$ cat config.mk
export PLATFORM = sky130hd
export DESIGN_NAME = timer3_auto_reload_timer
export DESIGN_NICKNAME = d
export VERILOG_FILES = /design/src/HANDOVER_unused_marker.sv /design/src/timer3_pkg.sv /design/src/timer3_auto_reload_timer.sv
export VERILOG_INCLUDE_DIRS = /design/src
export SDC_FILE = /design/constraint.sdc
export NUM_CORES = 1
export LEC_CHECK = 0
export BUFFER_PORTS_ARGS = -buffer_cell sky130_fd_sc_hd__buf_2
export CORE_MARGIN = 2
export CORE_UTILIZATION = 49
export CTS_CLUSTER_SIZE = 30
export DETAILED_ROUTE_END_ITERATION = 10
export PLACE_DENSITY = 0.78
export SLEW_MARGIN = 15
export SYNTH_ARGS = -nofsm -noshare
export SYNTH_HDL_FRONTEND = slang
export SYNTH_SLANG_ARGS = --single-unit
export TNS_END_PERCENT = 1
$ cat constraint.sdc
create_clock -name clk_i -period 2.8 [get_ports clk_i]
set_input_delay 0.84 -clock clk_i [delete_from_list [all_inputs] [get_ports clk_i]]
set_output_delay 0.84 -clock clk_i [all_outputs]
set_load 0.01 [all_outputs]
$ cat src/timer3_defines.svh
// Constants for the 16-bit auto-reload timer: offsets, field positions, resets.
// Assumes inclusion by bare name from the timer module.
`ifndef TIMER3_DEFINES_SVH
`define TIMER3_DEFINES_SVH

// ==========================================================
// Register byte offsets on the AHB-Lite bus
`define TIM3_ADDR_W        8
`define TIM3_OFF_CTRL      8'h00
`define TIM3_OFF_RLL       8'h04
`define TIM3_OFF_RLH       8'h08
`define TIM3_OFF_CNTL      8'h0C
`define TIM3_OFF_CNTH      8'h10
`define TIM3_OFF_CFG       8'h14

// ==========================================================
// Control register fields
`define TIM3_CTRL_TFH      7
`define TIM3_CTRL_TFL      6
`define TIM3_CTRL_LEN      5
`define TIM3_CTRL_CEN      4
`define TIM3_CTRL_SPLIT    3
`define TIM3_CTRL_RUN      2
`define TIM3_CTRL_XCLK     0
`define TIM3_CTRL_WMASK    8'hFD
`define TIM3_CTRL_RESET    8'h00

// ==========================================================
// Configuration register fields (clock selects, timer interrupt enable)
`define TIM3_CFG_W         3
`define TIM3_CFG_LCS       0
`define TIM3_CFG_HCS       1
`define TIM3_CFG_IE        2
`define TIM3_CFG_RESET     3'h0

// ==========================================================
// Counting constants and bus codes
`define TIM3_BYTE_RESET    8'h00
`define TIM3_BYTE_MAX      8'hFF
`define TIM3_WORD_MAX      16'hFFFF
`define TIM3_DIV_SYS       12
`define TIM3_DIV_EXT       8
`define TIM3_HSIZE_WORD    3'h2
`define TIM3_HRESP_OKAY    1'h0

`endif

$ cat src/HANDOVER_unused_marker.sv
`default_nettype none
`default_nettype wire

$ cat src/timer3_pkg.sv
// Types shared by the auto-reload timer.
// Assumes the defines header is on the include path.
`default_nettype none

package timer3_pkg;
    // Count clock source of one counter byte
    typedef enum logic [1:0] {
        CLK_SYS   = 2'b00,
        CLK_DIV12 = 2'b01,
        CLK_EXT8  = 2'b10
    } clk_src_t;
endpackage : timer3_pkg

`default_nettype wire

$ cat src/timer3_auto_reload_timer.sv
// AHB-Lite timer with a 16-bit auto-reload mode and a split mode of two 8-bit counters.
// Assumes one AHB-Lite master and word transfers; oscillator inputs are resynced to clk_i.
//
// Notes on behaviour
// RL1 - With split mode off, both count bytes form one 16-bit up-counter that reloads automatically.
// RL2 - In 16-bit mode a roll from FFFF to 0000 loads both reload bytes into the counter and sets the high flag.
// RL3 - In 16-bit mode every full overflow requests an interrupt when the timer interrupt enable is set.
// RL4 - In 16-bit mode with the low-byte interrupt enable also set, each low-byte roll requests an interrupt.
// RL5 - Count clocks are the system clock, the system clock over 12 and the external oscillator over 8, resynced.
// RL6 - With split mode on, two 8-bit counters each reload from their own reload byte on overflow.
// RL7 - In split mode the run bit gates only the high byte, and the low byte always counts.
// RL8 - In split mode the high byte uses its clock select and the external select to pick its clock.
// RL9 - In split mode the low byte picks its clock the same way with its own clock select.
// RL10 - The high flag sets when the high byte rolls FF to 00, the low flag when the low byte does.
// RL11 - In split mode a high overflow requests an interrupt, and with low enable set so does a low one.
// RL12 - Hardware never clears either overflow flag; only a software write of zero does.
// RL13 - Software reads both flags to find the interrupt source and then clears them.
// RL14 - With capture and interrupts enabled in 16-bit mode, each rising low-frequency edge copies the count into reload.
// RL15 - In 16-bit mode the run bit starts the whole counter when set and stops it when clear.
`include "timer3_defines.svh"
`default_nettype none

module timer3_auto_reload_timer #(
    parameter int DIV_SYS = `TIM3_DIV_SYS,
    parameter int DIV_EXT = `TIM3_DIV_EXT
) (
    input  wire logic        clk_i,
    input  wire logic        resetn_i,
    input  wire logic        hsel_i,
    input  wire logic [31:0] haddr_i,
    input  wire logic [1:0]  htrans_i,
    input  wire logic        hwrite_i,
    input  wire logic [2:0]  hsize_i,
    input  wire logic [31:0] hwdata_i,
    input  wire logic        hready_i,
    output logic             hreadyout_o,
    output logic             hresp_o,
    output logic [31:0]      hrdata_o,
    input  wire logic        ext_osc_i,
    input  wire logic        lfo_i,
    output logic             irq_o
);

    // ==========================================================
    // Elaboration checks
    localparam int PW = (DIV_SYS > 1) ? $clog2(DIV_SYS) : 1;
    localparam int EW = (DIV_EXT > 1) ? $clog2(DIV_EXT) : 1;
    localparam logic [PW-1:0] PRE_LAST = PW'(DIV_SYS - 1);
    localparam logic [EW-1:0] EXT_LAST = EW'(DIV_EXT - 1);

    // Refused at elaboration: a ratio below two leaves no counter to build
    if (DIV_SYS < 2 || DIV_EXT < 2)
    begin : g_bad_div
        $error("Divider ratios must be at least two");
    end

    // ==========================================================
    // Bus address phase capture
    logic                     dp_valid_q;
    logic                     dp_write_q;
    logic [`TIM3_ADDR_W-1:0]  dp_addr_q;
    wire                      addr_take = hsel_i & hready_i & htrans_i[1];

    always_ff @(posedge clk_i or negedge resetn_i)
    begin
        if (!resetn_i)
        begin
            dp_valid_q <= 1'b0;
            dp_write_q <= 1'b0;
            dp_addr_q  <= '0;
        end
        else
        begin
            dp_valid_q <= addr_take & (hsize_i == `TIM3_HSIZE_WORD);
            dp_write_q <= hwrite_i;
            dp_addr_q  <= haddr_i[`TIM3_ADDR_W-1:0];
        end
    end

    // Write strobes in the data phase
    wire dp_wr   = dp_valid_q & dp_write_q;
    wire wr_ctrl = dp_wr & (dp_addr_q == `TIM3_OFF_CTRL);
    wire wr_rll  = dp_wr & (dp_addr_q == `TIM3_OFF_RLL);
    wire wr_rlh  = dp_wr & (dp_addr_q == `TIM3_OFF_RLH);
    wire wr_cntl = dp_wr & (dp_addr_q == `TIM3_OFF_CNTL);
    wire wr_cnth = dp_wr & (dp_addr_q == `TIM3_OFF_CNTH);
    wire wr_cfg  = dp_wr & (dp_addr_q == `TIM3_OFF_CFG);
    wire [7:0] wbyte = hwdata_i[7:0];

    // ==========================================================
    // Timer state
    logic [7:0]             ctrl_q, ctrl_d;
    logic [`TIM3_CFG_W-1:0] cfg_q, cfg_d;
    logic [7:0]             count_low_byte_q, count_low_byte_d;
    logic [7:0]             count_high_byte_q, count_high_byte_d;
    logic [7:0]             reload_low_byte_q, reload_low_byte_d;
    logic [7:0]             reload_high_byte_q, reload_high_byte_d;

    wire high_overflow_flag      = ctrl_q[`TIM3_CTRL_TFH];
    wire low_overflow_flag       = ctrl_q[`TIM3_CTRL_TFL];
    wire low_overflow_irq_enable = ctrl_q[`TIM3_CTRL_LEN];
    wire lfo_capture_enable      = ctrl_q[`TIM3_CTRL_CEN];
    wire split_mode_select       = ctrl_q[`TIM3_CTRL_SPLIT];
    wire run_control             = ctrl_q[`TIM3_CTRL_RUN];
    wire external_clock_select   = ctrl_q[`TIM3_CTRL_XCLK];
    wire low_byte_clock_select   = cfg_q[`TIM3_CFG_LCS];
    wire high_byte_clock_select  = cfg_q[`TIM3_CFG_HCS];
    wire timer_irq_enable        = cfg_q[`TIM3_CFG_IE];
    wire [15:0] count_word       = {count_high_byte_q, count_low_byte_q};
    wire [15:0] reload_word      = {reload_high_byte_q, reload_low_byte_q};

    // ==========================================================
    // Clock sources: prescaler and resynced external/LFO edges
    logic [PW-1:0] prescale_q;
    logic [EW-1:0] ext_cnt_q;
    logic [2:0]    ext_sync_q;
    logic [2:0]    lfo_sync_q;

    // Stage 0 feeds only stage 1; edges come from stages 1 and 2
    wire ext_rise  = ext_sync_q[1] & ~ext_sync_q[2];
    wire lfo_rise  = lfo_sync_q[1] & ~lfo_sync_q[2];
    wire tick_div  = (prescale_q == PRE_LAST);                  // see RL5
    wire tick_ext  = ext_rise & (ext_cnt_q == EXT_LAST);        // see RL5

    always_ff @(posedge clk_i or negedge resetn_i)
    begin
        if (!resetn_i)
        begin
            prescale_q <= '0;
            ext_cnt_q  <= '0;
            ext_sync_q <= '0;
            lfo_sync_q <= '0;
        end
        else
        begin
            prescale_q <= tick_div ? '0 : prescale_q + PW'(1);
            ext_cnt_q  <= ext_rise ? ext_cnt_q + EW'(1) : ext_cnt_q;
            ext_sync_q <= {ext_sync_q[1:0], ext_osc_i};
            lfo_sync_q <= {lfo_sync_q[1:0], lfo_i};
        end
    end

    // Per-byte source choice; 16-bit mode counts on the low byte's clock
    wire timer3_pkg::clk_src_t low_src  = low_byte_clock_select ? timer3_pkg::CLK_SYS :
        (external_clock_select ? timer3_pkg::CLK_EXT8 : timer3_pkg::CLK_DIV12);      // see RL9
    wire timer3_pkg::clk_src_t high_src = high_byte_clock_select ? timer3_pkg::CLK_SYS :
        (external_clock_select ? timer3_pkg::CLK_EXT8 : timer3_pkg::CLK_DIV12);      // see RL8

    function automatic logic tick_of(input timer3_pkg::clk_src_t src, input logic div, input logic ext);
        unique case (src)
            timer3_pkg::CLK_SYS:   tick_of = 1'b1;
            timer3_pkg::CLK_DIV12: tick_of = div;
            timer3_pkg::CLK_EXT8:  tick_of = ext;
            default:               tick_of = 1'b0;
        endcase
    endfunction : tick_of

    wire tick_lo = tick_of(low_src, tick_div, tick_ext);
    wire tick_hi = tick_of(high_src, tick_div, tick_ext);

    // Capture only in 16-bit mode with interrupts on
    wire capture = lfo_capture_enable & timer_irq_enable & lfo_rise & ~split_mode_select;  // see RL14

    // ==========================================================
    // Next-state of counters, reloads and flags
    logic set_high;
    logic set_low;

    always_comb
    begin
        count_low_byte_d   = count_low_byte_q;
        count_high_byte_d  = count_high_byte_q;
        reload_low_byte_d  = reload_low_byte_q;
        reload_high_byte_d = reload_high_byte_q;
        set_high           = 1'b0;
        set_low            = 1'b0;
        if (split_mode_select)
        begin
            if (tick_lo)                                        // see RL7
            begin
                if (count_low_byte_q == `TIM3_BYTE_MAX)
                begin
                    count_low_byte_d = reload_low_byte_q;       // see RL6
                    set_low          = 1'b1;                    // see RL10
                end
                else
                begin
                    count_low_byte_d = count_low_byte_q + 8'h01;
                end
            end
            if (run_control && tick_hi)                         // see RL7
            begin
                if (count_high_byte_q == `TIM3_BYTE_MAX)
                begin
                    count_high_byte_d = reload_high_byte_q;     // see RL6
                    set_high          = 1'b1;                   // see RL10
                end
                else
                begin
                    count_high_byte_d = count_high_byte_q + 8'h01;
                end
            end
        end
        else if (run_control && tick_lo)                        // see RL15
        begin
            set_low = (count_low_byte_q == `TIM3_BYTE_MAX);     // see RL10
            if (count_word == `TIM3_WORD_MAX)
            begin
                {count_high_byte_d, count_low_byte_d} = reload_word;  // see RL2
                set_high = 1'b1;                                // see RL2
            end
            else
            begin
                {count_high_byte_d, count_low_byte_d} = count_word + 16'h0001;  // see RL1
            end
        end
        if (capture)
        begin
            {reload_high_byte_d, reload_low_byte_d} = count_word;   // see RL14
        end
        // Software writes win over counting and capture
        if (wr_cntl)
        begin
            count_low_byte_d = wbyte;
        end
        if (wr_cnth)
        begin
            count_high_byte_d = wbyte;
        end
        if (wr_rll)
        begin
            reload_low_byte_d = wbyte;
        end
        if (wr_rlh)
        begin
            reload_high_byte_d = wbyte;
        end
    end

    // Control: a hardware set beats a clearing write in the same cycle
    always_comb
    begin
        ctrl_d = wr_ctrl ? (wbyte & `TIM3_CTRL_WMASK) : ctrl_q;
        ctrl_d[`TIM3_CTRL_TFH] = set_high | (wr_ctrl ? wbyte[`TIM3_CTRL_TFH] : high_overflow_flag);  // see RL12
        ctrl_d[`TIM3_CTRL_TFL] = set_low | (wr_ctrl ? wbyte[`TIM3_CTRL_TFL] : low_overflow_flag);    // see RL12
        cfg_d  = wr_cfg ? wbyte[`TIM3_CFG_W-1:0] : cfg_q;
    end

    always_ff @(posedge clk_i or negedge resetn_i)
    begin
        if (!resetn_i)
        begin
            ctrl_q             <= `TIM3_CTRL_RESET;
            cfg_q              <= `TIM3_CFG_RESET;
            count_low_byte_q   <= `TIM3_BYTE_RESET;
            count_high_byte_q  <= `TIM3_BYTE_RESET;
            reload_low_byte_q  <= `TIM3_BYTE_RESET;
            reload_high_byte_q <= `TIM3_BYTE_RESET;
        end
        else
        begin
            ctrl_q             <= ctrl_d;
            cfg_q              <= cfg_d;
            count_low_byte_q   <= count_low_byte_d;
            count_high_byte_q  <= count_high_byte_d;
            reload_low_byte_q  <= reload_low_byte_d;
            reload_high_byte_q <= reload_high_byte_d;
        end
    end

    // ==========================================================
    // Interrupt request and read-back
    // Same form in both modes; handler sorts the source out from the flags (see RL13)
    assign irq_o = timer_irq_enable &
                   (high_overflow_flag | (low_overflow_irq_enable & low_overflow_flag));  // see RL3 see RL4 see RL11

    // Read mux of next-state values, registered at the address edge, so the data
    // phase shows the live register from a flop; unmapped offsets read zero
    wire [`TIM3_ADDR_W-1:0] rd_addr = haddr_i[`TIM3_ADDR_W-1:0];
    wire                    rd_take = addr_take & ~hwrite_i & (hsize_i == `TIM3_HSIZE_WORD);
    wire [7:0] rd_byte =
        (rd_addr == `TIM3_OFF_CTRL) ? ctrl_d :
        (rd_addr == `TIM3_OFF_RLL)  ? reload_low_byte_d :
        (rd_addr == `TIM3_OFF_RLH)  ? reload_high_byte_d :
        (rd_addr == `TIM3_OFF_CNTL) ? count_low_byte_d :
        (rd_addr == `TIM3_OFF_CNTH) ? count_high_byte_d :
        (rd_addr == `TIM3_OFF_CFG)  ? {5'h00, cfg_d} : 8'h00;
    logic [31:0] hrdata_q;

    always_ff @(posedge clk_i or negedge resetn_i)
    begin
        if (!resetn_i)
        begin
            hrdata_q <= 32'h00000000;
        end
        else
        begin
            hrdata_q <= rd_take ? {24'h000000, rd_byte} : 32'h00000000;
        end
    end

    assign hrdata_o    = hrdata_q;
    assign hreadyout_o = 1'b1;       // Zero wait states, so no stall path is needed
    assign hresp_o     = `TIM3_HRESP_OKAY;

    // ==========================================================
    // Checks
    wire sw_count = wr_cntl | wr_cnth | wr_rll | wr_rlh;

    wrap_reload_a: assert property (@(posedge clk_i) disable iff (!resetn_i)  // see RL2
        !split_mode_select && run_control && tick_lo && count_word == `TIM3_WORD_MAX && !sw_count && !capture
        |=> count_word == $past(reload_word) && high_overflow_flag)
        else $error("16-bit wrap did not reload or flag");

    flag_sticky_a: assert property (@(posedge clk_i) disable iff (!resetn_i)  // see RL12
        high_overflow_flag && low_overflow_flag && !wr_ctrl |=> high_overflow_flag && low_overflow_flag)
        else $error("Overflow flag cleared without a write");

    high_gated_a: assert property (@(posedge clk_i) disable iff (!resetn_i)  // see RL7
        split_mode_select && !run_control && !wr_cnth |=> $stable(count_high_byte_q))
        else $error("Stopped high byte moved");

    low_free_a: assert property (@(posedge clk_i) disable iff (!resetn_i)  // see RL7
        split_mode_select && !run_control && tick_lo && count_low_byte_q != `TIM3_BYTE_MAX && !wr_cntl
        |=> count_low_byte_q == $past(count_low_byte_q) + 8'h01)
        else $error("Low byte did not count in split mode");

    stop_word_a: assert property (@(posedge clk_i) disable iff (!resetn_i)  // see RL15
        !split_mode_select && !run_control && !sw_count |=> $stable(count_word))
        else $error("Stopped 16-bit counter moved");

    low_flag_a: assert property (@(posedge clk_i) disable iff (!resetn_i)  // see RL10 see RL6
        split_mode_select && tick_lo && count_low_byte_q == `TIM3_BYTE_MAX && !wr_cntl && !wr_ctrl
        |=> low_overflow_flag && count_low_byte_q == $past(reload_low_byte_q))
        else $error("Low byte overflow missed");

    irq_follow_a: assert property (@(posedge clk_i) disable iff (!resetn_i)  // see RL4 see RL11
        set_low && low_overflow_irq_enable && timer_irq_enable && !wr_ctrl && !wr_cfg |=> irq_o)
        else $error("Low overflow raised no request");

    div_gap_a: assert property (@(posedge clk_i) disable iff (!resetn_i)  // see RL5
        tick_div |=> !tick_div [*8])
        else $error("Divide-by-12 tick came too soon");

    high_div_a: assert property (@(posedge clk_i) disable iff (!resetn_i)  // see RL8
        split_mode_select && run_control && !high_byte_clock_select && !external_clock_select
        && !tick_div && !wr_cnth |=> $stable(count_high_byte_q))
        else $error("High byte counted without its divided tick");

    low_ext_a: assert property (@(posedge clk_i) disable iff (!resetn_i)  // see RL9
        split_mode_select && !low_byte_clock_select && external_clock_select && !tick_ext && !wr_cntl
        |=> $stable(count_low_byte_q))
        else $error("Low byte counted without its external tick");

    capture_a: assert property (@(posedge clk_i) disable iff (!resetn_i)  // see RL14
        capture && !wr_rll && !wr_rlh |=> reload_word == $past(count_word))
        else $error("Low-frequency capture missed");

endmodule : timer3_auto_reload_timer

`default_nettype wire

==> results.json <==
{
  "status": "complete, but fails checks",
  "violations": "negative setup slack",
  "ys_seq_elements": 74,
  "die_h_um": 102,
  "synth-main-ff-cell": "dfrtp_1",
  "worst-setup-path-type": "flop to flop",
  "ir_drop_uv": 453,
  "drc_errors": 0,
  "p_sw_frac": 0.342,
  "required_ns": 3.05,
  "relSlewSlack": 0.416,
  "rows": 35,
  "p_int_mw": 1.93,
  "crit_fanout": 6,
  "dieWidth_um": 102,
  "first_pass_iters": 5,
  "area_growth_pct": 19.7,
  "nets": 700,
  "cts_tree": "yes",
  "grt_remaining_overflow": 0,
  "ys_seq_area_frac": 0.395,
  "power.net_switching_mw": 1.00,
  "hold_violations": 0,
  "post-place-ws_ns": -0.107,
  "synth_warnings": 0,
  "layout_min_cycle_time_ns": 2.82,
  "rsz0062_at_grt": "true",
  "drive_gt1_frac": 0.256,
  "netlist_area_um2": 4690,
  "synth_cells": 531,
  "synth_edf_count": 0,
  "grt_pass1_vias": 4433,
  "combPwrFrac": 0.262,
  "leakage_nw": 2.35,
  "clk_path_buf_depth": 2,
  "final.period_utilization": 1.01,
  "syn_avg_cell_area_um2": 8.84,
  "drtAntennaViolNets": 0,
  "finalWorstSetupSlack_ns": -0.0195,
  "drv_cap": 0,
  "clk_latency_ns": 0.37,
  "skew_ns": 0.0130,
  "maxSlewViolCount": 0,
  "clk_pin_slew_ns": 0.09,
  "grt.total_usage": 0.304,
  "fin_util": 0.605,
  "start_kind": "flop",
  "setup_viol": 1,
  "tightest_slew_ns": 0.876,
  "crit_slowest_cell": "dfrtp_1",
  "cts_root_buf": "clkbuf_8",
  "min_from": "lfo_sync_q[0]",
  "dieArea_um2": 10400,
  "antenna_found_initial": 0,
  "wire_per_inst_um": 20.0,
  "timing.critical_path.mode_cell": "ha_1",
  "r2r_start": "ext_cnt_q[0]",
  "clock-sinks": 74,
  "setup_tns_ns": -0.0195,
  "port_buffers": 35,
  "cts_made_buffers": 9,
  "vias_per_cell": 6.22,
  "ys_types": 67,
  "hold_class": "flop to flop",
  "h-tree-depth": 3,
  "crit_arrival_ns": 3.07,
  "seq_power_share": 0.443,
  "dpl.hpwl_mm": 11.6,
  "drt_iter0_drc": 424,
  "setup.worst_path.start": "ext_cnt_q[0]",
  "start_util": 0.505,
  "num_vias": 4685,
  "holdBufCountCts": 0,
  "grt_max_degree": 75,
  "antennaDiodeCount": 0,
  "endpoint_kind": "flop",
  "ios": 111,
  "fillCellCount": 808,
  "core_um2": 9280,
  "drt_wl_total_mm": 15.0,
  "place_congestion": 1.01,
  "cpPeakStageDelay_ns": 0.40,
  "path_cells": "ha_1 > ha_1 > and4b_2 > o31ai_4 > a21oi_1 > o32ai_1 > or4_1 > o311ai_0 > a2111oi_2",
  "grt_pass1_wl_mm": 23.7,
  "p_total_mw": 2.93,
  "clockPowerShare": 0.296,
  "max_freq_mhz": 355,
  "synthArstFlopShare": 1.00,
  "p_per_area_nw_per_um2": 521
}
## cell type report
cell class | instances | area (µm²) | share of cell area
multi-input combinational | 417 | 2640 | 0.470
sequential | 74 | 1850 | 0.330
timing repair buffer | 107 | 718 | 0.128
tap | 129 | 161 | 0.0287
clock buffer | 9 | 124 | 0.0221
clock inverter | 7 | 82.6 | 0.0147
inverter | 10 | 37.5 | 0.00668
## flip-flops by register name, indices dropped and copies added, names as in the netlist
register / count
count_high_byte_q: 8
count_low_byte_q: 8
ctrl_q: 8
dp_addr_q: 8
hrdata_o: 8
reload_high_byte_q: 8
reload_low_byte_q: 8
prescale_q: 4
cfg_q: 3
ext_cnt_q: 3
ext_sync_q: 3
lfo_sync_q: 3
dp_valid_q: 1
dp_write_q: 1
## power by group through the flow
stage | Sequential [mW] | Clock, mW | Combinational [mW]
final | 1.30 | 0.866 | 0.766
after global routing | 1.31 | 0.914 | 0.849
after CTS | 1.29 | 0.874 | 0.742
after detailed placement | 1.31 | 0 | 0.736
after global placement | 1.30 | 0 | 0.717
after floorplan | 1.25 | 0 | 0.483
## stage by stage
stage	area, µm²	hold WS [ns]	cells
floorplan	4780	0.331	555
global placement	5280	0.335	730
global route	5620	0.360	753
CTS	5490	0.355	746
detailed placement	5280	0.335	730
finish	5620	0.349	753
## per-layer routing
metal  global-route usage  vias up  part of all wire
li1                     -     2110                 -
met1                0.414     2202              0.39
met2                0.459      326              0.45
met3               0.0711       47              0.12
met4                0.152        0             0.040
met5                    0        -                 0
## kinds of logic after synthesis
logic type               synth area share
AO/OA/AOI/OAI                       0.199
XOR/XNOR                          0.00373
adder cells (fa/ha/maj)            0.0133
buffers and inverters              0.0787
flip-flops                          0.395
multiplexers                       0.0667
other                             0.00160
AND/OR/NAND/NOR                     0.242
## path summary, 6_finish.rpt
kind                                         to  slack, ns  cells past startpoint
max                                 hrdata_o[7]      -0.02                      9
min                               lfo_sync_q[1]       0.35                      0
max reg2reg                         hrdata_o[7]      -0.02                      9
min reg2reg                       lfo_sync_q[1]       0.35                      0
max in group asynchronous  reload_low_byte_q[4]       1.63                      1
min in group asynchronous         ext_sync_q[0]       0.58                      1
## cell usage in the layout, fill, tap and decap left out, drive strengths merged, types with 3 or more instances in the layout
cell type	n
nand4	7
o21ai	26
conb	26
a21boi	3
or4	8
ha	5
o31ai	6
or3	6
and3	7
nor2	50
dfrtp	74
o221a	3
o211ai	3
a21o	4
mux2	8
a311oi	3
a21oi	36
nor3	26
and2	5
or2	3
and4	4
nand3	17
buf	107
o22ai	10
nor4	13
o31a	3
inv	14
nand4b	3
a211o	3
a31oi	10
a211oi	5
clkbuf	9
nor2b	8
nand2	52
mux2i	20
a2111oi	3
## cell usage after synthesis, types with 3 or more instances
master    instances  area share
a31oi_1          10       0.013
nor3_1           25       0.027
o21ai_0          26       0.028
or3_1             6      0.0080
nand4b_1          3      0.0056
nor4_1            9       0.012
mux2i_1          20       0.043
a21o_1            4      0.0064
o31a_1            3      0.0056
mux2_2            8       0.019
a21oi_1          35       0.037
a211o_1           3      0.0056
and2_1            5      0.0067
nor4_2            3      0.0080
and4_1            4      0.0075
dfrtp_1          74        0.39
a311oi_1          3      0.0056
o211ai_1          3      0.0048
o31ai_1           5      0.0080
a21boi_0          3      0.0048
nand3_1          17       0.018
or2_2             3      0.0040
buf_6             3      0.0072
a211oi_1          5      0.0080
nor2b_1           8       0.011
nor2_1           50       0.040
nand4_1           7      0.0093
buf_4            26       0.042
or4_1             6      0.0096
buf_2             7      0.0075
o22ai_1          10       0.013
nand2_1          52       0.042
inv_1            10      0.0080
clkbuf_1         18       0.014
and3_1            7      0.0093
ha_1              5       0.013
o221a_2           3      0.0072
## worst max-delay path, delay by kind of cell (launching register included)
family / cells / cell delay (ns)
compound gates: 5 / 1.39
simple gates: 2 / 0.49
flops: 1 / 0.40
fa+ha+maj: 2 / 0.40
## timing repair
item | CTS | global route
endpoints found under the setup margin | 6 | 9
pin swaps | 0 | 3
setup buffers | 0 | 7
resized for setup | 2 | 16
(Power assumes the default switching activity.)
